==> src/logic/rtc_pkg.sv <==
package rtc_pkg;

    // ****************************************************
    // Register byte offsets on the APB bus.
    // ****************************************************
    localparam logic [7:0] ADDR_CLOCK_CONTROL = 8'h00;
    localparam logic [7:0] ADDR_ALARM_CONTROL = 8'h04;
    localparam logic [7:0] ADDR_TIME_VALUE    = 8'h08;
    localparam logic [7:0] ADDR_DATE_VALUE    = 8'h0c;
    localparam logic [7:0] ADDR_ALARM_TIME    = 8'h10;
    localparam logic [7:0] ADDR_ALARM_DATE    = 8'h14;
    localparam logic [7:0] ADDR_UNLOCK        = 8'h18;

    // ****************************************************
    // Field positions.
    // ****************************************************
    localparam int CC_ON_BIT    = 15;
    localparam int CC_SEL_BIT   = 7;
    localparam int CC_RUN_BIT   = 6;
    localparam int CC_WREN_BIT  = 3;
    localparam int CC_RSYNC_BIT = 2;
    localparam int CC_HALF_BIT  = 1;
    localparam int CC_OE_BIT    = 0;
    localparam int AC_EN_BIT    = 15;
    localparam int AC_CHIME_BIT = 14;
    localparam int AC_PIV_BIT   = 13;
    localparam int AC_SYNC_BIT  = 12;
    localparam int AC_MASK_LSB  = 8;
    localparam int AC_RPT_LSB   = 0;
    localparam int SEC_LSB      = 8;
    localparam int MIN_LSB      = 16;
    localparam int HR_LSB       = 24;
    localparam int WDAY_LSB     = 0;

    // ****************************************************
    // Reset values, keys and counts.
    // ****************************************************
    localparam logic [7:0]  RPT_RESET  = 8'h00;
    localparam logic [3:0]  MASK_RESET = 4'h0;
    localparam logic [31:0] UNLOCK_KEY1 = 32'h0000c35a;
    localparam logic [31:0] UNLOCK_KEY2 = 32'h0000a5c3;
    localparam logic [7:0]  RPT_LAST   = 8'h00;
    localparam logic [7:0]  RPT_WRAP   = 8'hff;
    localparam logic [3:0]  TENS_MAX_MS = 4'h5;
    localparam logic [3:0]  TENS_MAX_HR = 4'h2;
    localparam logic [3:0]  UNITS_MAX   = 4'h9;
    localparam int SYNC_TICKS          = 32;
    localparam int HALF_SEC_TICKS_DEF  = 16384;

    // Alarm interval codes.
    typedef enum logic [3:0] {
        MASK_HALF    = 4'h0,
        MASK_SEC     = 4'h1,
        MASK_TEN_SEC = 4'h2,
        MASK_MIN     = 4'h3,
        MASK_TEN_MIN = 4'h4,
        MASK_HOUR    = 4'h5,
        MASK_DAY     = 4'h6,
        MASK_WEEK    = 4'h7,
        MASK_MONTH   = 4'h8,
        MASK_YEAR    = 4'h9
    } mask_t;

    // Unlock sequence states.
    typedef enum logic [2:0] {
        LK_IDLE = 3'b001,
        LK_KEY1 = 3'b010,
        LK_OPEN = 3'b100
    } lock_t;

endpackage : rtc_pkg

==> src/logic/rtc_sync2.sv <==
`timescale 1ns/1ns

// Two-stage synchroniser for a level from outside the clock domain.
module rtc_sync2
(
    input  wire logic ref_clk_in,
    input  wire logic rstn_in,
    input  wire logic d_in,
    output logic      q_out
);

    logic meta_q;

    // The first stage feeds only the second stage.
    always_ff @(posedge ref_clk_in or negedge rstn_in)
    begin
        if (!rstn_in)
        begin
            meta_q <= 1'b0;
            q_out  <= 1'b0;
        end
        else
        begin
            meta_q <= d_in;
            q_out  <= meta_q;
        end
    end

endmodule : rtc_sync2

==> src/logic/rtc_alarm_ctrl.sv <==
// The APB interface to the registers and the address map were left to the implementer.
`timescale 1ns/1ns

// What this block does and what its software must do
// Time and date value writes take effect only while write enable is set.
// Write enable can be set only after the unlock key sequence.
// Module on bit changes only while write enable is set.
// Read sync flag is high near a half-second rollover.
// Software double-reads values while read sync flag is high.
// Half-second flag is read-only, high in second half, cleared by time write.
// Pin output active only with output enable set, else held low.
// Control registers reset only by power-on reset.
// Alarm enable clears on event when count is zero and chime off.
// With chime the count wraps zero to all ones; else it stops.
// Repeat count decrements on each alarm event while it is nonzero.
// Pulse start level writable only while alarm is disabled.
// Alarm sync flag high within 32 ticks of a half-second rollover.
// Software rereads the repeat count until two reads agree.
// Four-bit mask selects the alarm interval.
// Yearly alarm on February 29 fires once every four years.
// Software never programs reserved mask codes.
// Software avoids alarm field writes while on and alarm sync high.
// Alarm sync relies on reads shorter than 32 bus clocks.
// Software skips the access right after clearing the on bit.
// Alarm control bits 31 to 16 read as zero.
// Time fields hold valid BCD digits.
// Alarm event when the masked alarm fields match current time.
// Time-base status is synchronised before software reads it.
module rtc_alarm_ctrl
    import rtc_pkg::*;
#(
    parameter int HALF_SEC_TICKS = HALF_SEC_TICKS_DEF
)
(
    input  wire logic        ref_clk_in,
    input  wire logic        rstn_in,
    input  wire logic        rtc_clk_in,
    input  wire logic        psel_in,
    input  wire logic        penable_in,
    input  wire logic        pwrite_in,
    input  wire logic [7:0]  paddr_in,
    input  wire logic [31:0] pwdata_in,
    input  wire logic [31:0] cal_time_in,
    input  wire logic [31:0] cal_date_in,
    output logic [31:0]      prdata_out,
    output logic             pready_out,
    output logic             pslverr_out,
    output logic             rtc_pin_out,
    output logic             rtc_pin_oe_out,
    output logic             second_tick_out,
    output logic             time_load_out,
    output logic [31:0]      time_wdata_out,
    output logic             date_load_out,
    output logic [31:0]      date_wdata_out
);

    localparam int PW = $clog2(HALF_SEC_TICKS);

    if (HALF_SEC_TICKS <= 2 * SYNC_TICKS)
    begin : g_check
        $error("HALF_SEC_TICKS too small for the sync window");
    end

    // Checks one BCD byte against a tens limit.
    function automatic logic bcd_ok(input logic [7:0] v,
                                    input logic [3:0] tmax);
        bcd_ok = (v[7:4] <= tmax) && (v[3:0] <= UNITS_MAX);
    endfunction : bcd_ok

    // Checks the seconds, minutes and hours fields of a time word.
    function automatic logic time_ok(input logic [31:0] t);
        time_ok = bcd_ok(t[SEC_LSB+:8], TENS_MAX_MS)
                && bcd_ok(t[MIN_LSB+:8], TENS_MAX_MS)
                && bcd_ok(t[HR_LSB+:8], TENS_MAX_HR);
    endfunction : time_ok

    logic          rtc_clk_s;
    logic          rtc_prev_q;
    logic [PW-1:0] presc_q;
    logic          half_q;
    logic          on_q, sel_q, wren_q, oe_q;
    logic          en_q, chime_q, pulse_q;
    logic [3:0]    mask_q;
    logic [7:0]    rpt_q;
    logic [31:0]   atime_q, adate_q;
    lock_t         lock_q;
    logic [1:0]    roll_q, sec_q;
    logic          tick, roll, near, match, alarm_ev;
    logic          wr, cc_wr, ac_wr, tm_wr;
    logic [31:0]   rd;
    logic          rd_err;

    // ****************************************************
    // Time base and prescaler.
    // ****************************************************

    // The time-base pin is brought into the bus clock domain.
    rtc_sync2 u_sync (
        .ref_clk_in (ref_clk_in),
        .rstn_in    (rstn_in),
        .d_in       (rtc_clk_in),
        .q_out      (rtc_clk_s)
    );

    assign tick = rtc_clk_s & ~rtc_prev_q;
    assign roll = on_q && tick && (presc_q == PW'(HALF_SEC_TICKS - 1));
    // High while a rollover is at most SYNC_TICKS ticks away.
    assign near = on_q
               && (presc_q >= PW'(HALF_SEC_TICKS - SYNC_TICKS));

    // The prescaler counts time-base ticks while the module is on.
    always_ff @(posedge ref_clk_in or negedge rstn_in)
    begin
        if (!rstn_in)
        begin
            rtc_prev_q <= 1'b0;
            presc_q    <= '0;
            half_q     <= 1'b0;
        end
        else
        begin
            rtc_prev_q <= rtc_clk_s;
            if (tm_wr)
            begin
                presc_q <= '0;
                half_q  <= 1'b0;
            end
            else if (roll)
            begin
                presc_q <= '0;
                half_q  <= ~half_q;
            end
            else if (on_q && tick)
                presc_q <= presc_q + PW'(1);
        end
    end

    // Rollover stages; the calendar updates one cycle after the tick.
    always_ff @(posedge ref_clk_in or negedge rstn_in)
    begin
        if (!rstn_in)
        begin
            roll_q <= 2'b00;
            sec_q  <= 2'b00;
        end
        else
        begin
            roll_q <= {roll_q[0], roll};
            sec_q  <= {sec_q[0], roll & half_q};
        end
    end

    // ****************************************************
    // APB slave.
    // ****************************************************

    assign wr    = psel_in & penable_in & pwrite_in & pready_out;
    assign cc_wr = wr && (paddr_in == ADDR_CLOCK_CONTROL);
    assign ac_wr = wr && (paddr_in == ADDR_ALARM_CONTROL);
    assign tm_wr = wr && (paddr_in == ADDR_TIME_VALUE) && wren_q
                && time_ok(pwdata_in);

    // Read data mux; unused bits stay zero.
    always_comb
    begin
        rd     = '0;
        rd_err = 1'b0;
        case (paddr_in)
            ADDR_CLOCK_CONTROL:
            begin
                rd[CC_ON_BIT]    = on_q;
                rd[CC_SEL_BIT]   = sel_q;
                rd[CC_RUN_BIT]   = on_q;
                rd[CC_WREN_BIT]  = wren_q;
                rd[CC_RSYNC_BIT] = near;
                rd[CC_HALF_BIT]  = half_q;
                rd[CC_OE_BIT]    = oe_q;
            end
            ADDR_ALARM_CONTROL:
            begin
                rd[AC_EN_BIT]      = en_q;
                rd[AC_CHIME_BIT]   = chime_q;
                rd[AC_PIV_BIT]     = pulse_q;
                rd[AC_SYNC_BIT]    = near;
                rd[AC_MASK_LSB+:4] = mask_q;
                rd[AC_RPT_LSB+:8]  = rpt_q;
            end
            ADDR_TIME_VALUE:  rd[31:8] = cal_time_in[31:8];
            ADDR_DATE_VALUE:
            begin
                rd[31:8]         = cal_date_in[31:8];
                rd[WDAY_LSB+:4]  = cal_date_in[WDAY_LSB+:4];
            end
            ADDR_ALARM_TIME:  rd = atime_q;
            ADDR_ALARM_DATE:  rd = adate_q;
            ADDR_UNLOCK:      rd = '0;
            default:          rd_err = 1'b1;
        endcase
    end

    // One wait-free access cycle: the answer is ready in the access phase.
    always_ff @(posedge ref_clk_in or negedge rstn_in)
    begin
        if (!rstn_in)
        begin
            pready_out  <= 1'b0;
            pslverr_out <= 1'b0;
            prdata_out  <= '0;
        end
        else
        begin
            pready_out  <= psel_in & ~penable_in;
            pslverr_out <= psel_in & ~penable_in & rd_err;
            prdata_out  <= (psel_in & ~penable_in & ~pwrite_in) ? rd : '0;
        end
    end

    // ****************************************************
    // Unlock sequence and clock control.
    // ****************************************************

    // Two key writes in a row open the lock for one control write.
    always_ff @(posedge ref_clk_in or negedge rstn_in)
    begin
        if (!rstn_in)
            lock_q <= LK_IDLE;
        else if (wr && paddr_in == ADDR_UNLOCK)
        begin
            case (lock_q)
                LK_IDLE: lock_q <= (pwdata_in == UNLOCK_KEY1) ? LK_KEY1
                                                             : LK_IDLE;
                LK_KEY1: lock_q <= (pwdata_in == UNLOCK_KEY2) ? LK_OPEN
                                                             : LK_IDLE;
                default: lock_q <= LK_IDLE;
            endcase
        end
        else if (cc_wr)
            lock_q <= LK_IDLE;
    end

    // Clock control; reset only by the power-on reset.
    always_ff @(posedge ref_clk_in or negedge rstn_in)
    begin
        if (!rstn_in)
        begin
            on_q   <= 1'b0;
            sel_q  <= 1'b0;
            wren_q <= 1'b0;
            oe_q   <= 1'b0;
        end
        else if (cc_wr)
        begin
            sel_q <= pwdata_in[CC_SEL_BIT];
            oe_q  <= pwdata_in[CC_OE_BIT];
            if (wren_q)
                on_q <= pwdata_in[CC_ON_BIT];
            if (!pwdata_in[CC_WREN_BIT] || lock_q == LK_OPEN)
                wren_q <= pwdata_in[CC_WREN_BIT];
        end
    end

    // Value writes are handed to the calendar as one-cycle loads.
    always_ff @(posedge ref_clk_in or negedge rstn_in)
    begin
        if (!rstn_in)
        begin
            time_load_out  <= 1'b0;
            date_load_out  <= 1'b0;
            time_wdata_out <= '0;
            date_wdata_out <= '0;
        end
        else
        begin
            time_load_out <= tm_wr;
            date_load_out <= wr && paddr_in == ADDR_DATE_VALUE && wren_q;
            if (tm_wr)
                time_wdata_out <= {pwdata_in[31:8], 8'h00};
            if (wr && paddr_in == ADDR_DATE_VALUE && wren_q)
                date_wdata_out <= {pwdata_in[31:8], 4'h0,
                                   pwdata_in[WDAY_LSB+:4]};
        end
    end

    // ****************************************************
    // Alarm unit.
    // ****************************************************

    // Masked compare, taken once the calendar shows the new time.
    always_comb
    begin
        logic s_u, s, m_u, m, h, wd, dy, mo;
        s_u = cal_time_in[SEC_LSB+:4] == atime_q[SEC_LSB+:4];
        s   = cal_time_in[SEC_LSB+:8] == atime_q[SEC_LSB+:8];
        m_u = cal_time_in[MIN_LSB+:4] == atime_q[MIN_LSB+:4];
        m   = cal_time_in[MIN_LSB+:8] == atime_q[MIN_LSB+:8];
        h   = cal_time_in[HR_LSB+:8]  == atime_q[HR_LSB+:8];
        wd  = cal_date_in[WDAY_LSB+:4] == adate_q[WDAY_LSB+:4];
        dy  = cal_date_in[SEC_LSB+:8] == adate_q[SEC_LSB+:8];
        mo  = cal_date_in[MIN_LSB+:8] == adate_q[MIN_LSB+:8];
        case (mask_q)
            MASK_HALF:    match = roll_q[1];
            MASK_SEC:     match = sec_q[1];
            MASK_TEN_SEC: match = sec_q[1] & s_u;
            MASK_MIN:     match = sec_q[1] & s;
            MASK_TEN_MIN: match = sec_q[1] & s & m_u;
            MASK_HOUR:    match = sec_q[1] & s & m;
            MASK_DAY:     match = sec_q[1] & s & m & h;
            MASK_WEEK:    match = sec_q[1] & s & m & h & wd;
            MASK_MONTH:   match = sec_q[1] & s & m & h & dy;
            MASK_YEAR:    match = sec_q[1] & s & m & h & dy & mo;
            default:      match = 1'b0;
        endcase
    end

    assign alarm_ev = en_q & match;

    // Alarm compare values.
    always_ff @(posedge ref_clk_in or negedge rstn_in)
    begin
        if (!rstn_in)
        begin
            atime_q <= '0;
            adate_q <= '0;
        end
        else
        begin
            if (wr && paddr_in == ADDR_ALARM_TIME && time_ok(pwdata_in))
                atime_q <= {pwdata_in[31:8], 8'h00};
            if (wr && paddr_in == ADDR_ALARM_DATE)
                adate_q <= {8'h00, pwdata_in[23:8], 4'h0,
                            pwdata_in[WDAY_LSB+:4]};
        end
    end

    // Alarm control; a software write wins over a same-cycle event.
    always_ff @(posedge ref_clk_in or negedge rstn_in)
    begin
        if (!rstn_in)
        begin
            en_q    <= 1'b0;
            chime_q <= 1'b0;
            pulse_q <= 1'b0;
            mask_q  <= MASK_RESET;
            rpt_q   <= RPT_RESET;
        end
        else if (ac_wr)
        begin
            en_q    <= pwdata_in[AC_EN_BIT];
            chime_q <= pwdata_in[AC_CHIME_BIT];
            mask_q  <= pwdata_in[AC_MASK_LSB+:4];
            rpt_q   <= pwdata_in[AC_RPT_LSB+:8];
            if (!en_q)
                pulse_q <= pwdata_in[AC_PIV_BIT];
        end
        else if (alarm_ev)
        begin
            pulse_q <= ~pulse_q;
            if (rpt_q != RPT_LAST)
                rpt_q <= rpt_q - 8'h01;
            else if (chime_q)
                rpt_q <= RPT_WRAP;
            else
                en_q <= 1'b0;
        end
    end

    // Pin drive and the seconds tick for the calendar.
    always_ff @(posedge ref_clk_in or negedge rstn_in)
    begin
        if (!rstn_in)
        begin
            rtc_pin_out     <= 1'b0;
            rtc_pin_oe_out  <= 1'b0;
            second_tick_out <= 1'b0;
        end
        else
        begin
            rtc_pin_out     <= oe_q & (sel_q ? half_q : pulse_q);
            rtc_pin_oe_out  <= oe_q;
            second_tick_out <= roll & half_q;
        end
    end
endmodule : rtc_alarm_ctrl

==> config.mk <==
export PLATFORM = sky130hd
export DESIGN_NAME = rtc_alarm_ctrl
export DESIGN_NICKNAME = d
export VERILOG_FILES = /design/src/logic/rtc_pkg.sv /design/src/logic/rtc_sync2.sv /design/src/logic/rtc_alarm_ctrl.sv
export SDC_FILE = /design/constraint.sdc
export NUM_CORES = 1
export LEC_CHECK = 0
export ABC_AREA = 1
export CORE_ASPECT_RATIO = 1.4
export CORE_MARGIN = 5
export CORE_UTILIZATION = 65
export CTS_CLUSTER_SIZE = 8
export DETAILED_ROUTE_END_ITERATION = 6
export DONT_BUFFER_PORTS = 1
export GPL_TIMING_DRIVEN = 0
export PLACE_DENSITY = 0.87
export SLEW_MARGIN = 20
export SYNTH_ARGS = -nofsm -noshare
export SYNTH_HDL_FRONTEND = slang
export SYNTH_SLANG_ARGS = --single-unit
==> constraint.sdc <==
create_clock -name ref_clk_in -period 4.9 [get_ports ref_clk_in]
set_clock_uncertainty 0.2 [all_clocks]
set_input_delay 0 -clock ref_clk_in [delete_from_list [all_inputs] [get_ports ref_clk_in]]
set_output_delay 0 -clock ref_clk_in [all_outputs]
set_load 0.01 [all_outputs]
# After elaboration in Yosys (flattened, before gate mapping)
# Index checks and enable logic that the tools add are counted.
# totals
reg_bits	179
in_bits	110
wordCells	159
# classes
n_addsub	2
n_bitwise	23
reduce_logical	35
eq_ne	32
n_mux	31
n_lt_le_gt_ge	7
# op_table
operator	n
$eq A32 B16 Y1 const B	2
$pmux W16 S4	1
$mux W14	3
$eq A8 B8 Y1	5
$pmux W7 S5	1
$mux W32	1
$mux W8	4
$eq A8 B5 Y1 const B	3
$logic_and A1 B1 Y1	19
$and A1 B1 Y1	18
$eq A4 B3 Y1 const B	4
$eq A8 B4 Y1 const B	2
$pmux W4 S4	1
$add A14 B1 Y14 const B	1
$eq A14 B14 Y1 const B	1
$ge A14 B14 Y1 const B	1
$eq A4 B4 Y1	3
$le A4 B4 Y1 const B	3
$mux W1	11
$pmux W1 S10	1
$mux W3	3
$eq A4 B2 Y1 const B	2
$eq A4 B4 Y1 const B	2
$eq A8 B3 Y1 const B	1
other kinds (24)	37

# Depth between registers and ports, before layout
# logic_depth
depth_word	10
mapped_depth	19

# By module
# A second synthesis with hierarchy kept.
# unflattened
cells_unflattened	1004
area_unflattened_um2	8511.9
# modules_own_cells
module	seq_area_each_um2	area_each_um2	n_inst	cells_per_inst
rtc_alarm_ctrl	4405.5	8461.9	1	1002
rtc_sync2	50.0	50.0	1	2

# Worst setup path before layout
# OpenSTA, ideal clock, no wires.
# synth_timing
path_kind	register to register
start	register presc_q[0]
end	register presc_q[4]
setup_slack_ns	3.035
arrival_ns	1.541
stages_incl_launch_ff	14
period_less_slack_ns	1.865
setup_ns	0.125
required_time_ns	4.575
path_cell_list	dfrtp_1 > ha_1 > nand3_1 > nor2_1 > nand2_1 > nor2_1 > inv_1 > nor2_2 > nand2_2 > nand2_2 > nor2_2 > nor2_2 > a21oi_1 > nor3_2
# synth_via
elab_chain_cells	4
# synth_lines
element	line	source
start: declaration	rtc_alarm_ctrl.sv:79	logic [PW-1:0] presc_q;
start signal: assignment	rtc_alarm_ctrl.sv:134	presc_q <= presc_q + PW'(1);
$add A14 B1 Y14 or $eq A14 B14 Y1 (tied branches)	rtc_alarm_ctrl.sv:134, rtc_alarm_ctrl.sv:106	
$mux W14 or $logic_and A1 B1 Y1 (tied branches)	rtc_alarm_ctrl.sv:133, rtc_alarm_ctrl.sv:106	
$mux W14	rtc_alarm_ctrl.sv:128	else if (roll)
$mux W14	rtc_alarm_ctrl.sv:123	if (tm_wr)
# Parallel ways exist; a longest one is shown, timed or not. The select of a mux whose other input is x is not followed.
# A chain may end at the register's enable or synchronous reset.

# Worst setup path after layout
# layout_timing
start	input paddr_in[0]
end	register lock_q[2]
# layout_via
elab_chain_cells	3
# layout_lines
element	line	source
start: declaration	rtc_alarm_ctrl.sv:41	input wire logic [7:0] paddr_in,
$eq A8 B5 Y1 or $logic_not A8 Y1 (tied branches)	rtc_alarm_ctrl.sv:227, rtc_alarm_ctrl.sv:158	
$logic_and A1 B1 Y1 (on tied branches)	rtc_alarm_ctrl.sv:227, rtc_alarm_ctrl.sv:158	
$mux W3 or $reduce_bool A2 Y1 (tied branches)	-	
end signal: assignment	rtc_alarm_ctrl.sv:230	LK_IDLE: lock_q <= (pwdata_in == UNLOCK_KEY1) ? LK_KEY1
end signal: assignment	rtc_alarm_ctrl.sv:232	LK_KEY1: lock_q <= (pwdata_in == UNLOCK_KEY2) ? LK_OPEN
end: declaration	rtc_alarm_ctrl.sv:86	lock_t lock_q;
# Parallel ways exist; a longest one is shown, timed or not.

==> metrics <==
fin util=0.822; failing checks=DRC, hold timing; RSZ-0062 raised after global routing=false; outcome=finished, violations left; commonest non-fill, non-tap cell in the layout=nand2_1; Ports=213; num rows=49; drt first pass iters=7; DR iter-0 viols=1,109; Mapped Cells=1,007; root buf cell=clkbuf_16; DIE HEIGHT=146 um; Layout area overhead=23.6%; Period minus WS final=3.79 ns; number of port buffers=0; CTS tree=done; CP Data Arrival Time=3.94 ns; Synth Cell Area=0.00857 mm2; power density over the cells=287 mW/mm2; total grt overflow=0; Bufs on Longest Clock Path=2; Crit Reg-Reg Startpoint=pready_out; WHS=-0.0312 ns; Worst IR Drop VDD=232 uV; Slew HR=0.302; die width=107 um; CP Data Required Time=5.04 ns; Initial Util=0.665; core area=0.0129 mm2; worst setup margin=1.11 ns; hpwl dp=18,600 um; final WL=31,100 um; type of the worst setup path=in -> reg; commonest cells after routing, fill and taps aside=254 x nand2_1, 177 x dfrtp_1, 117 x dlygate4sd3_1; ys async rst share=1.00; final net count=1,269; Worst-path clk slew=0.08 ns; number of max-cap violations=0; GPL Wtd Cong=0.948; first-pass GRT wire length=47,300 um; routed len/inst=23.6 um; # DRC=1; Worst Tran Pin Value=1.04 ns; setup violators final=0; number of synthesized register bits=178; initial antenna violation count=1; dpl cell area=0.00880 mm2; total CTS buffers=17; ANT cells=0; cell area after layout=0.0106 mm2; count of cell types in the netlist=54; Synth Warn #=0; Static Leak=5.03 nW; f_max=264 MHz; largest net degree at the start of global routing=179; DRT antenna net count=0; # resized after CTS=0; layout cells sized above 1=0.0856; Die Footprint=0.0156 mm2; Post-synth top flop=dfrtp_1; Final Cycle Share=0.774; crit-path max FO=3; Post-Syn Area per Cell=8.51 um2; clk sinks=178; vias in the first global route=8,666; setup_tns=0 ns; crit end category=flop; total track usage=0.398; Fin. Hold Viols=4; Critical Path Source=paddr_in[0]; Critical Path Source Type=input pin; DR vias/cell=6.45; Clock Latency Late Sink=0.44 ns; register area share after synthesis=0.520; worst slack, placed=2.50 ns; DR vias=8,526; Tightest Hold Check Type=in -> async; final-report max-slew violation count=0; H-Tree Depth=4; EDFF count, synth=0
==> routing by layer <==
metal / global-route usage / part of all wire / vias to the layer above
met1: 0.431 / 0.31 / 3944
met5: 0 / 0.00042 / -
li1: - / - / 3576
met4: 0.317 / 0.10 / 2
met3: 0.134 / 0.12 / 276
met2: 0.628 / 0.47 / 728
==> power breakdown <==
group	switching (mW)	leakage, nW	internal (mW)
clock network	0.683	0.283	0.685
logic	0.111	2.39	0.0727
registers	0.00666	2.36	1.47
total	0.801	5.03	2.23
==> metrics by stage <==
| stage | std cells | hold slack [ns] | power [mW] |
|---|---|---|---|
| floorplan | 1018 | -0.496 | 1.57 |
| global placement | 1171 | -0.491 | 1.60 |
| detailed placement | 1171 | -0.491 | 1.60 |
| CTS | 1321 | 0.0190 | 3.00 |
| global route | 1321 | 0.0820 | 3.10 |
| finish | 1321 | -0.0312 | 3.03 |
==> kinds of logic after synthesis <==
kind of cell | Yosys count | synth area share
AO/OA/AOI/OAI | 190 | 0.130
flip-flops | 178 | 0.520
buffers and inverters | 165 | 0.0814
XOR/XNOR | 40 | 0.0409
adder cells (fa/ha/maj) | 4 | 0.00584
AND/OR/NAND/NOR | 429 | 0.221
other | 1 | 0.000438
==> worst paths after layout <==
| path | endpoint | slack (ns) | cells after the start |
|---|---|---|---|
| worst max register to register | mask_q[3] | 1.59 | 7 |
| min in group ref_clk_in | prdata_out[10] | 0.04 | 4 |
| worst min-delay path | time_wdata_out[26] | -0.03 | 2 |
| worst max-delay path | lock_q[2] | 1.11 | 12 |
| max in group asynchronous | adate_q[13] | 3.74 | 2 |
| worst min register to register | u_sync.q_out | 0.15 | 0 |
==> critical path, stage by stage <==
cell and delay [ns]:
dlygate4sd3_1 0.58, nor2_2 0.14, dlygate4sd3_1 0.58, inv_2 0.05, nor3_2 0.16, dlygate4sd3_1 0.60, nand2_1 0.06, dlygate4sd3_1 0.69
nor2_1 0.20, nand3_1 0.16, dlygate4sd3_1 0.61, o21ai_0 0.09
==> state kept, by name, summed over array words and instances (netlist names), 2 cells and up <==
register / count
prdata_out: 32
date_wdata_out: 28
atime_q: 24
time_wdata_out: 24
adate_q: 20
presc_q: 14
rpt_q: 8
mask_q: 4
lock_q: 3
roll_q: 2
sec_q: 2
==> cell usage after synthesis, drive strengths merged (2+ instances only) <==
cell | n | area (um2)
nand2 | 261 | 1010
dfrtp | 177 | 4430
inv | 123 | 464
o21ai | 109 | 546
nor2 | 77 | 307
xnor2 | 34 | 298
nand3 | 33 | 188
a21oi | 26 | 130
buf | 26 | 171
nand4 | 23 | 150
nor3 | 20 | 131
clkbuf | 15 | 56.3
a31oi | 10 | 62.6
nor4 | 10 | 62.6
o22ai | 9 | 56.3
a22o | 6 | 52.6
xor2 | 6 | 52.6
a221oi | 5 | 43.8
a22oi | 5 | 37.5
ha | 4 | 50.1
o31ai | 4 | 43.8
a41oi | 3 | 26.3
nor3b | 3 | 38.8
a32o | 2 | 20.0
o21bai | 2 | 15.0
o221ai | 2 | 17.5
==> layout make-up <==
| class | count | area [um2] |
|---|---|---|
| plain buffers | 41 | 228 |
| clock buffers | 17 | 425 |
| clock inverters | 15 | 164 |
| fillers | 722 | 2290 |
| inverters | 124 | 469 |
| multi-input cells | 675 | 3450 |
| flip-flops and latches | 178 | 4460 |
| well taps | 153 | 191 |
| repair buffers | 118 | 1200 |
==> repair_timing <==
| action | CTS | global route |
|---|---|---|
| setup buffers | 0 | 0 |
| hold endpoints to repair | 329 | 0 |
| hold buffers | 118 | 0 |
Note: power is estimated with default switching activity, not from simulation.
